`config.mk`:
```
export PLATFORM = sky130hd
export DESIGN_NAME = fpkl_panel
export DESIGN_NICKNAME = d
export VERILOG_FILES = /design/src/logic/fpkl_pkg.sv /design/src/logic/fpkl_panel.sv
export SDC_FILE = /design/constraint.sdc
export NUM_CORES = 1
export LEC_CHECK = 0
export ABC_AREA = 1
export BUFFER_PORTS_ARGS = -buffer_cell sky130_fd_sc_hd__clkbuf_2
export CAP_MARGIN = 0
export CORE_UTILIZATION = 35
export CTS_BUF_LIST = sky130_fd_sc_hd__clkbuf_2
export DETAILED_ROUTE_END_ITERATION = 8
export PLACE_DENSITY = 0.56
export SLEW_MARGIN = 15
export SYNTH_ARGS = -nofsm -noshare
export SYNTH_HDL_FRONTEND = slang
export SYNTH_SLANG_ARGS = --single-unit
export TNS_END_PERCENT = 100
```
`constraint.sdc`:
```
create_clock -name clock -period 45.7 [get_ports clock]
set_clock_uncertainty 0.05 [all_clocks]
set_input_delay 2.285 -clock clock [delete_from_list [all_inputs] [get_ports clock]]
set_output_delay 2.285 -clock clock [all_outputs]
set_load 0.02 [all_outputs]
```
`src/logic/fpkl_pkg.sv`:
```
// Summary of operation
// - exactly one trend lamp lit: rising, level or falling with setpoint direction
// - both process event lamps follow their process-value events
// - four timed event lamps follow their time events
// - alarm_one_lamp follows instrument alarm one on and off
// - status lamps show program, reset, hold, local and manual states
// - second-loop display, second manual and secondary link lamps stay off
// - error condition replaces process-value readout with red error code
// - short register_key switches or commits; over 3 s toggles operating and main menu
// - view_back_key advances operating view, elsewhere goes one display back
// - at most three view_back_key presses reach the operating display
// - down decrements, up increments the selected value on setting displays
// - holding up or down progressively raises the change rate
// - on main menu or submenu, up and down step between menus
// - pattern_number_key accepted only when stopped on an operating display
// - run key held over 2 s on an operating display starts controller
// - reset key held over 2 s on an operating display stops controller
// - mode key opens selection of hold, advance, local, auto, manual
package fpkl_pkg;
   localparam int CLK_HZ          = 40_000_000;
   localparam int CYC_PER_MS      = CLK_HZ / 1000;
   localparam int DEBOUNCE_MS     = 10;
   localparam int REG_LONG_MS     = 3000;
   localparam int RUN_LONG_MS     = 2000;
   localparam int REPEAT_START_MS = 500;
   localparam int REPEAT_SLOW_MS  = 200;
   localparam int REPEAT_FAST_MS  = 25;
   localparam int STEPS_PER_STAGE = 8;
   localparam int OPER_VIEWS      = 4;
   localparam int MENU_ITEMS      = 8;

   localparam int NUM_KEYS = 8;
   localparam int KEY_REG  = 0;
   localparam int KEY_VIEW = 1;
   localparam int KEY_UP   = 2;
   localparam int KEY_DOWN = 3;
   localparam int KEY_PAT  = 4;
   localparam int KEY_RUN  = 5;
   localparam int KEY_RST  = 6;
   localparam int KEY_MODE = 7;

   typedef enum logic [2:0] {VIEW_BACK_KEY_OPER, VIEW_BACK_KEY_MAIN, VIEW_BACK_KEY_SUB, VIEW_BACK_KEY_PARAM, VIEW_BACK_KEY_MODE} fpkl_view_back_key_e;
   typedef enum logic [1:0] {TREND_RISE, TREND_LEVEL, TREND_FALL} fpkl_trend_e;
   typedef enum logic [2:0] {MODE_HOLD, MODE_ADVANCE, MODE_LOCAL, MODE_AUTO,
                             MODE_MANUAL} fpkl_mode_e;

   typedef struct packed {
      logic [1:0] trend;
      logic [1:0] pv_event;
      logic [3:0] time_event;
      logic       alarm_one;
      logic       program_mode;
      logic       reset_mode;
      logic       hold_mode;
      logic       local_mode;
      logic       manual_mode;
      logic       error_active;
      logic       running;
   } fpkl_status_s;

   typedef struct packed {
      logic rising_lamp;
      logic level_lamp;
      logic falling_lamp;
      logic process_event_one_lamp;
      logic process_event_two_lamp;
      logic [3:0] timed_event_lamp;
      logic alarm_one_lamp;
      logic program_mode_lamp;
      logic reset_mode_lamp;
      logic hold_mode_lamp;
      logic internal_sp_lamp;
      logic manual_mode_lamp;
      logic second_pv_lamp;
      logic second_manual_lamp;
      logic secondary_link_lamp;
      logic pv_error_red;
   } fpkl_lamps_s;

   typedef struct packed {
      logic       start_pulse;
      logic       stop_pulse;
      logic       param_switch_pulse;
      logic       param_commit_pulse;
      logic       value_inc_pulse;
      logic       value_dec_pulse;
      logic       pattern_step_pulse;
      logic       mode_commit_pulse;
   } fpkl_action_s;
endpackage

```
`src/logic/fpkl_panel.sv`:
```
`timescale 1ns/1ps
module fpkl_panel
   import fpkl_pkg::*;
#(
   parameter int DEB_CYC       = DEBOUNCE_MS * CYC_PER_MS,
   parameter int REG_LONG_CYC  = REG_LONG_MS * CYC_PER_MS,
   // run and reset thresholds keep their ratio to the register threshold
   parameter int RUN_LONG_CYC  = int'((longint'(REG_LONG_CYC) * RUN_LONG_MS) / REG_LONG_MS),
   parameter int REP_START_CYC = REPEAT_START_MS * CYC_PER_MS,
   parameter int REP_SLOW_CYC  = REPEAT_SLOW_MS * CYC_PER_MS,
   parameter int REP_FAST_CYC  = REP_SLOW_CYC * REPEAT_FAST_MS / REPEAT_SLOW_MS,
   parameter int NUM_VIEWS     = OPER_VIEWS,
   parameter int NUM_MENUS     = MENU_ITEMS
) (
   input  wire logic                  clock,
   input  wire logic                  rst,
   input  wire logic [NUM_KEYS-1:0]   keys_raw,
   input  wire fpkl_status_s          status,
   output fpkl_lamps_s                lamps,
   output fpkl_action_s               actions,
   output fpkl_view_back_key_e                 display,
   output logic [7:0]                 oper_view,
   output logic [7:0]                 menu_index,
   output fpkl_mode_e                 mode_choice
);
   logic [NUM_KEYS-1:0] sync1_reg;
   logic [NUM_KEYS-1:0] sync2_reg;
   logic [NUM_KEYS-1:0] key_down;
   logic [NUM_KEYS-1:0] key_prev_reg;
   logic [NUM_KEYS-1:0] press;
   logic [NUM_KEYS-1:0] letgo;
   logic [31:0]         hold_cnt [NUM_KEYS];

   // keys are panel contacts, asynchronous to the clock
   always_ff @(posedge clock or posedge rst) begin
      if (rst) begin
         sync1_reg <= '0;
         sync2_reg <= '0;
      end else begin
         sync1_reg <= keys_raw;
         sync2_reg <= sync1_reg;
      end
   end

   genvar g;
   generate
      for (g = 0; g < NUM_KEYS; g++) begin : key_gen
         logic [31:0] deb_cnt_reg;
         logic        stable_reg;
         logic [31:0] hold_cnt_reg;
         // contact must sit still a full debounce span before it counts
         always_ff @(posedge clock or posedge rst) begin
            if (rst) begin
               deb_cnt_reg <= 32'h0000_0000;
               stable_reg  <= 1'b0;
            end else if (sync2_reg[g] == stable_reg) begin
               deb_cnt_reg <= 32'h0000_0000;
            end else if (deb_cnt_reg >= 32'(DEB_CYC - 1)) begin
               deb_cnt_reg <= 32'h0000_0000;
               stable_reg  <= sync2_reg[g];
            end else begin
               deb_cnt_reg <= deb_cnt_reg + 32'h0000_0001;
            end
         end
         // saturates so a key held for hours never wraps into a second long press
         always_ff @(posedge clock or posedge rst) begin
            if (rst) begin
               hold_cnt_reg <= 32'h0000_0000;
            end else if (!stable_reg) begin
               hold_cnt_reg <= 32'h0000_0000;
            end else if (hold_cnt_reg != 32'hFFFF_FFFF) begin
               hold_cnt_reg <= hold_cnt_reg + 32'h0000_0001;
            end
         end
         assign key_down[g] = stable_reg;
         assign hold_cnt[g] = hold_cnt_reg;
      end
   endgenerate

   always_ff @(posedge clock or posedge rst) begin
      if (rst) begin
         key_prev_reg <= '0;
      end else begin
         key_prev_reg <= key_down;
      end
   end
   assign press   = key_down & ~key_prev_reg;
   assign letgo   = ~key_down & key_prev_reg;

   // long actions fire on the single cycle the count crosses the threshold
   logic reg_long;
   logic reg_short;
   logic run_long;
   logic rst_long;
   logic in_oper;
   assign in_oper   = (display == VIEW_BACK_KEY_OPER);
   assign reg_long  = key_down[KEY_REG] && hold_cnt[KEY_REG] == 32'(REG_LONG_CYC);
   assign reg_short = letgo[KEY_REG] && hold_cnt[KEY_REG] < 32'(REG_LONG_CYC);
   assign run_long  = key_down[KEY_RUN] && hold_cnt[KEY_RUN] == 32'(RUN_LONG_CYC);
   assign rst_long  = key_down[KEY_RST] && hold_cnt[KEY_RST] == 32'(RUN_LONG_CYC);

   // auto-repeat for up and down; both held together is ignored
   logic        up_only;
   logic        down_only;
   logic        rep_step;
   logic [31:0] rep_timer_reg;
   logic [31:0] rep_interval_reg;
   logic [7:0]  rep_count_reg;
   assign up_only   = key_down[KEY_UP] && !key_down[KEY_DOWN];
   assign down_only = key_down[KEY_DOWN] && !key_down[KEY_UP];
   assign rep_step  = ((press[KEY_UP] && !key_down[KEY_DOWN])
                      || (press[KEY_DOWN] && !key_down[KEY_UP])
                      || ((up_only || down_only) && rep_timer_reg == 32'h0000_0001));

   always_ff @(posedge clock or posedge rst) begin
      if (rst) begin
         rep_timer_reg    <= 32'h0000_0000;
         rep_interval_reg <= 32'(REP_SLOW_CYC);
         rep_count_reg    <= 8'h00;
      end else if (!(up_only || down_only)) begin
         rep_timer_reg    <= 32'h0000_0000;
         rep_interval_reg <= 32'(REP_SLOW_CYC);
         rep_count_reg    <= 8'h00;
      end else if (press[KEY_UP] || press[KEY_DOWN]) begin
         rep_timer_reg    <= 32'(REP_START_CYC);
         rep_interval_reg <= 32'(REP_SLOW_CYC);
         rep_count_reg    <= 8'h00;
      end else if (rep_timer_reg == 32'h0000_0001) begin
         rep_timer_reg <= rep_interval_reg;
         // halve the interval each stage, floored at the fast rate
         if (rep_count_reg == 8'(STEPS_PER_STAGE - 1)) begin
            rep_count_reg <= 8'h00;
            if ((rep_interval_reg >> 1) > 32'(REP_FAST_CYC)) begin
               rep_interval_reg <= rep_interval_reg >> 1;
            end else begin
               rep_interval_reg <= 32'(REP_FAST_CYC);
            end
         end else begin
            rep_count_reg <= rep_count_reg + 8'h01;
         end
      end else if (rep_timer_reg != 32'h0000_0000) begin
         rep_timer_reg <= rep_timer_reg - 32'h0000_0001;
      end
   end

   // display navigation
   always_ff @(posedge clock or posedge rst) begin
      if (rst) begin
         display <= VIEW_BACK_KEY_OPER;
      end else if (reg_long) begin
         display <= in_oper ? VIEW_BACK_KEY_MAIN : VIEW_BACK_KEY_OPER;
      end else if (press[KEY_VIEW]) begin
         unique case (display)
            VIEW_BACK_KEY_OPER:  display <= VIEW_BACK_KEY_OPER;
            VIEW_BACK_KEY_MAIN:  display <= VIEW_BACK_KEY_OPER;
            VIEW_BACK_KEY_SUB:   display <= VIEW_BACK_KEY_MAIN;
            VIEW_BACK_KEY_PARAM: display <= VIEW_BACK_KEY_SUB;
            VIEW_BACK_KEY_MODE:  display <= VIEW_BACK_KEY_OPER;
         endcase
      end else if (press[KEY_MODE] && in_oper) begin
         display <= VIEW_BACK_KEY_MODE;
      end else if (reg_short) begin
         unique case (display)
            VIEW_BACK_KEY_MAIN:  display <= VIEW_BACK_KEY_SUB;
            VIEW_BACK_KEY_SUB:   display <= VIEW_BACK_KEY_PARAM;
            VIEW_BACK_KEY_MODE:  display <= VIEW_BACK_KEY_OPER;
            VIEW_BACK_KEY_OPER:  display <= VIEW_BACK_KEY_OPER;
            VIEW_BACK_KEY_PARAM: display <= VIEW_BACK_KEY_PARAM;
         endcase
      end
   end

   always_ff @(posedge clock or posedge rst) begin
      if (rst) begin
         oper_view <= 8'h00;
      end else if (press[KEY_VIEW] && in_oper && !reg_long) begin
         oper_view <= (oper_view == 8'(NUM_VIEWS - 1)) ? 8'h00 : oper_view + 8'h01;
      end
   end

   // menu index wraps both ways; steps only while a menu is shown
   always_ff @(posedge clock or posedge rst) begin
      if (rst) begin
         menu_index <= 8'h00;
      end else if (rep_step && (display == VIEW_BACK_KEY_MAIN || display == VIEW_BACK_KEY_SUB)) begin
         if (up_only) begin
            menu_index <= (menu_index == 8'(NUM_MENUS - 1)) ? 8'h00 : menu_index + 8'h01;
         end else begin
            menu_index <= (menu_index == 8'h00) ? 8'(NUM_MENUS - 1) : menu_index - 8'h01;
         end
      end
   end

   always_ff @(posedge clock or posedge rst) begin
      if (rst) begin
         mode_choice <= MODE_HOLD;
      end else if (rep_step && display == VIEW_BACK_KEY_MODE) begin
         if (up_only) begin
            mode_choice <= (mode_choice == MODE_MANUAL) ? MODE_HOLD
                           : fpkl_mode_e'(mode_choice + 3'h1);
         end else begin
            mode_choice <= (mode_choice == MODE_HOLD) ? MODE_MANUAL
                           : fpkl_mode_e'(mode_choice - 3'h1);
         end
      end
   end

   // action pulses, one cycle each
   always_ff @(posedge clock or posedge rst) begin
      if (rst) begin
         actions <= '0;
      end else begin
         actions.start_pulse        <= run_long && in_oper;
         actions.stop_pulse         <= rst_long && in_oper;
         actions.param_switch_pulse <= reg_short && in_oper;
         actions.param_commit_pulse <= reg_short && display == VIEW_BACK_KEY_PARAM;
         actions.value_inc_pulse    <= rep_step && up_only && display == VIEW_BACK_KEY_PARAM;
         actions.value_dec_pulse    <= rep_step && down_only && display == VIEW_BACK_KEY_PARAM;
         actions.pattern_step_pulse <= press[KEY_PAT] && in_oper && !status.running;
         actions.mode_commit_pulse  <= reg_short && display == VIEW_BACK_KEY_MODE;
      end
   end

   // lamps are registered so they never glitch on status changes
   always_ff @(posedge clock or posedge rst) begin
      if (rst) begin
         lamps <= '0;
      end else begin
         lamps.rising_lamp  <= status.trend == TREND_RISE;
         lamps.falling_lamp <= status.trend == TREND_FALL;
         // an undefined trend code shows level, keeping one lamp lit
         lamps.level_lamp   <= status.trend != TREND_RISE && status.trend != TREND_FALL;
         lamps.process_event_one_lamp <= status.pv_event[0];
         lamps.process_event_two_lamp <= status.pv_event[1];
         lamps.timed_event_lamp       <= status.time_event;
         lamps.alarm_one_lamp         <= status.alarm_one;
         lamps.program_mode_lamp      <= status.program_mode;
         lamps.reset_mode_lamp        <= status.reset_mode;
         lamps.hold_mode_lamp         <= status.hold_mode;
         lamps.internal_sp_lamp       <= status.local_mode;
         lamps.manual_mode_lamp       <= status.manual_mode;
         lamps.second_pv_lamp         <= 1'b0;
         lamps.second_manual_lamp     <= 1'b0;
         lamps.secondary_link_lamp    <= 1'b0;
         lamps.pv_error_red           <= status.error_active;
      end
   end
endmodule // fpkl_panel

```
Word level (Yosys, flattened, before mapping). Index checks and enable logic that the tools add are counted.

ROM bits: 0. Word-level logic and storage cells: 224. Output and inout bits: 49. Memories kept: 0. Bits in writable memories: 0. Register bits after elaboration: 502. Latch bits: 0.

Muxes and demuxes: 49. Shifts and indexed selects: 0. Multipliers: 0. Div/mod/pow operators: 0. Bitwise logic cells: 12. Order comparisons: 10. Reduce and logical (&&, ||, !) cells: 54. Eq/ne operators: 31. Add/subtract/negate cells: 18.

Operators with widths (number): 32-bit 2-to-1 mux (30); 32-bit by 1-bit adder with 32-bit output, second input constant (11); 32-bit by 19-bit >= comparator with 1-bit output, second input constant (8); 32-bit by 27-bit equality test with 1-bit output, second input constant (3); 32-bit inequality test, second input constant (3); 8-bit 2-to-1 mux (8); 32-bit by 1-bit equality test with 1-bit output, second input constant (1); 32-bit by 27-bit less-than comparator with 1-bit output, second input constant (1); 32-bit nonzero test (1); 32-bit by 1-bit subtractor with 32-bit output, second input constant (1); 31-bit by 20-bit greater-than comparator with 1-bit output, second input constant (1); 31-bit 2-to-1 mux (1); 1-bit logical AND (26); 8-bit by 1-bit adder with 8-bit output, second input constant (3); 3-bit 2-to-1 mux (7); 3-bit case mux with 3 select lines (2); 2-bit AND reduction (9); 8-bit by 3-bit equality test with 1-bit output, second input constant (2); 1-bit NOT (9); 8-bit bitwise AND (1); 1-bit equality test (8); 8-bit by 2-bit equality test with 1-bit output, second input constant (1); 8-bit logical NOT (1); 8-bit NOT (1); 21 further kinds (35).

Longest topological paths before layout.
Depth in word-level cells: 7. Gate-level depth with buffers: 12. Gate-level depth less buffers: 12.

Worst setup path after synthesis. Ideal clock, no wire load.

Path type: register to output. From: reg oper_view[5]. To: out oper_view[5]. Setup slack: 42.871 ns. Path buffers: 0. Cell stages (with the launch flop): 1. Arrival time: 0.494 ns. Required time: 43.365 ns. Cell sequence: dfrtp_1.

RTL lines: from (decl) (RTL line fpkl_panel.sv:22) `output logic [7:0] oper_view,`; from (signal assigned) (RTL line fpkl_panel.sv:177) `oper_view <= (oper_view == 8'(NUM_VIEWS - 1)) ? 8'h00 : oper_view + 8'h01;`.

No word-level cell between the ends.

Worst setup path in the final report.
From: reg menu_index[4]. To: out menu_index[4].

RTL lines: from (decl) (RTL line fpkl_panel.sv:23) `output logic [7:0] menu_index,`; from (signal assigned) (RTL line fpkl_panel.sv:187) `menu_index <= (menu_index == 8'(NUM_MENUS - 1)) ? 8'h00 : menu_index + 8'h01;`; from (signal assigned) (RTL line fpkl_panel.sv:189) `menu_index <= (menu_index == 8'h00) ? 8'(NUM_MENUS - 1) : menu_index - 8'h01;`.

No word-level cell between the ends.

==> reports/metrics.cfg <==
[run_status]
status=finished clean

[route]
vias=19000
detail_route.drc_violations=0
wl_per_cell_um=12.78
vias_per_cell=4.622
drt-total-wl_um=52520
drt_first_pass_iters=5
wl_met2_um=22610
route.met3.wl_um=2663
top_layer_used=met4
drt_iter0_markers=1221
met1Wirelength_um=26060
antenna_left=0

[yosys]
ys_async_sr_fraction_pct=100.0
synth.top_cells.by_area=dfrtp_1 (51%), nand2_1 (9.9%), nor2_1 (7.8%)
synth_seq_cells=491
synth_edf_count=0
synth_common_cells=nand2_1 (627), nor2_1 (493), dfrtp_1 (484)
synth.avg_cell_area_um2=8.294
ys_types=47
synth_ff_type=dfrtp_1
synthCells=2863
yosys_warnings=0
synth.most_common_cell=nand2_1
syn_area_um2=23750
synth_top_area_share_pct=51.01
synth_top_cell_by_area=dfrtp_1
ys_seq_area_share_pct=51.78

[cts]
htree_levels=4
cts_tree=built
clock_path_buffers=3
post_cts_resized=0
cts_buffers=136
cts_hold_buf=0
cts_setup_buffers=0
cts_root_buffer=clkbuf_2
cts_sinks=491
clk_pin_slew_ns=0.11
clock_latency_ns=1.24

[timing]
tns_ns=0
tightest_slew_ns=1.089
drv_slew=0
period_needed_ns=4.430
setup_ws_ns=41.27
fmax_ghz=0.2257
whs_ns=0.3010
rsz0062_at_grt=no
finalSetupViolations=0
fin_crit_sh_pct=9.693
finalHoldViolCount=0
max_slew_margin_pct=27.17

[floorplan]
ios=75
rows=95
die_h_um=262.5
die_w_um=262.5
initial_core_util_pct=35.36
floorplan.die_area_um2=68890
core_um2=67160

[grt]
grt-ovfl-total=0
grt_use_total_pct=15.79
antenna_found_initial=1
grt_max_degree=166
grt_pass1_wl_um=90310
grt_pass1_vias=18610

[run]
drv_cap=0

[setup_path]
crit_fanout=10
worst_path_largest_cell_delay_ns=0.56
crit_family=flip-flops
path_class=reg -> out
start_kind=flip-flop
crit_buf_inv=1
cp.arrival_ns=2.09
cp.required_ns=43.37
end_kind=output port
path_cells=clkbuf_2
slowest_stage=dfrtp_1

[placed_design]
dp_slack_ns=40.80
hpwl_um=35860
port_buffers=71
placed_area_um2=25450
gp_congestion=0.8878

[finish]
largest_reg_flops=256
multi_input_area_um2=10590
fin_area_um2=26780
synthToLayoutAreaGrowth_pct=12.78
register_area_um2=12300
fillCellCount=6900
nets=3196
drive_gt1_share_pct=12.02

[pwr]
p_seq_share_pct=51.6
p_int_w=0.0006315
powerDensity_nw_per_um2=33.30
p_leak_nw=12.30
power.total_w=0.0008917
peakVddDrop_mv=0.01834
clockPowerShare_pct=38.3
p_switching_w=0.0002601
p_comb_share_pct=10.1
switching_share_pct=29.17

[hold_path]
min_path_type=reg -> reg

## layer usage
layer | vias up | global-route usage [%]
met4 | 0 | 6.582
met1 | 8770 | 21.80
met5 | - | 0
li1 | 9766 | -
met2 | 363 | 23.46
met3 | 98 | 4.085
## cells by family after synthesis
kind of cell / after synthesis / share of synthesized area, %
AO/OA/AOI/OAI: 209 / 5.016
XOR/XNOR: 162 / 5.975
adder cells (fa/ha/maj): 28 / 1.475
buffers and inverters: 317 / 5.280
flip-flops: 491 / 51.78
other: 1 / 0.01579
AND/OR/NAND/NOR: 1655 / 30.46
## layout by cell type, fill, tap and decap left out, types with 4 or more instances in the layout
| master | n |
|---|---|
| nand2_1 | 627 |
| nor2_1 | 493 |
| dfrtp_1 | 484 |
| clkbuf_2 | 269 |
| inv_1 | 265 |
| nand3_1 | 214 |
| nor3_1 | 137 |
| xor2_1 | 111 |
| conb_1 | 107 |
| o21ai_0 | 95 |
| nand4_1 | 53 |
| a21oi_1 | 52 |
| xnor2_1 | 51 |
| nor4_1 | 34 |
| or2_2 | 30 |
| ha_1 | 28 |
| o31ai_1 | 20 |
| nand2_2 | 16 |
| clkinv_1 | 16 |
| nand3b_1 | 11 |
| inv_2 | 10 |
| nor2_2 | 9 |
| a31oi_1 | 9 |
| nor3b_1 | 9 |
| nor2_4 | 8 |
| o21ai_2 | 8 |
| bufinv_16 | 7 |
| dfstp_2 | 7 |
| o21ai_1 | 6 |
| o22ai_1 | 6 |
| buf_4 | 6 |
| and3_1 | 5 |
| clkinv_2 | 4 |
## path summary, 6_finish.rpt
kind	to	depth (start not counted)	from	slack [ns]
hold reg to reg	sync2_reg[1]	0	sync1_reg[1]	0.30
hold / removal	sync2_reg[1]	0	sync1_reg[1]	0.30
min in group asynchronous	key_gen[0].hold_cnt_reg[16]	2	rst	1.17
setup / recovery	menu_index[4]	1	menu_index[4]	41.27
max in group asynchronous	key_gen[1].deb_cnt_reg[0]	4	rst	42.30
setup reg to reg	key_gen[5].hold_cnt_reg[1]	9	key_gen[5].hold_cnt_reg[1]	42.88
## cell type report
cell class | count | area share (%)
diodes | 1 | 0.009344
clock buffers | 198 | 3.700
clock inverters | 34 | 1.243
inverters | 273 | 3.854
multi-input cells | 2161 | 39.56
flip-flops and latches | 491 | 45.91
well taps | 873 | 4.079
repair buffers | 79 | 1.645
## power groups by stage
stage          logic (W)  registers (W)  clock network, W
4_1_cts        0.0000910       0.000460          0.000362
3_5_place_dp   0.0000905       0.000469                 0
6_report       0.0000898       0.000460          0.000342
2_1_floorplan  0.0000631       0.000472                 0
3_3_place_gp   0.0000905       0.000468                 0
5_1_grt         0.000104       0.000463          0.000385
## per-stage QoR
step	util, %	cells
after detailed placement	37.90	3877
after global routing	39.88	4110
final	39.88	4110
after CTS	39.87	4109
after global placement	37.90	3877
after floorplan	-	2969
(Power assumes the default switching activity.)
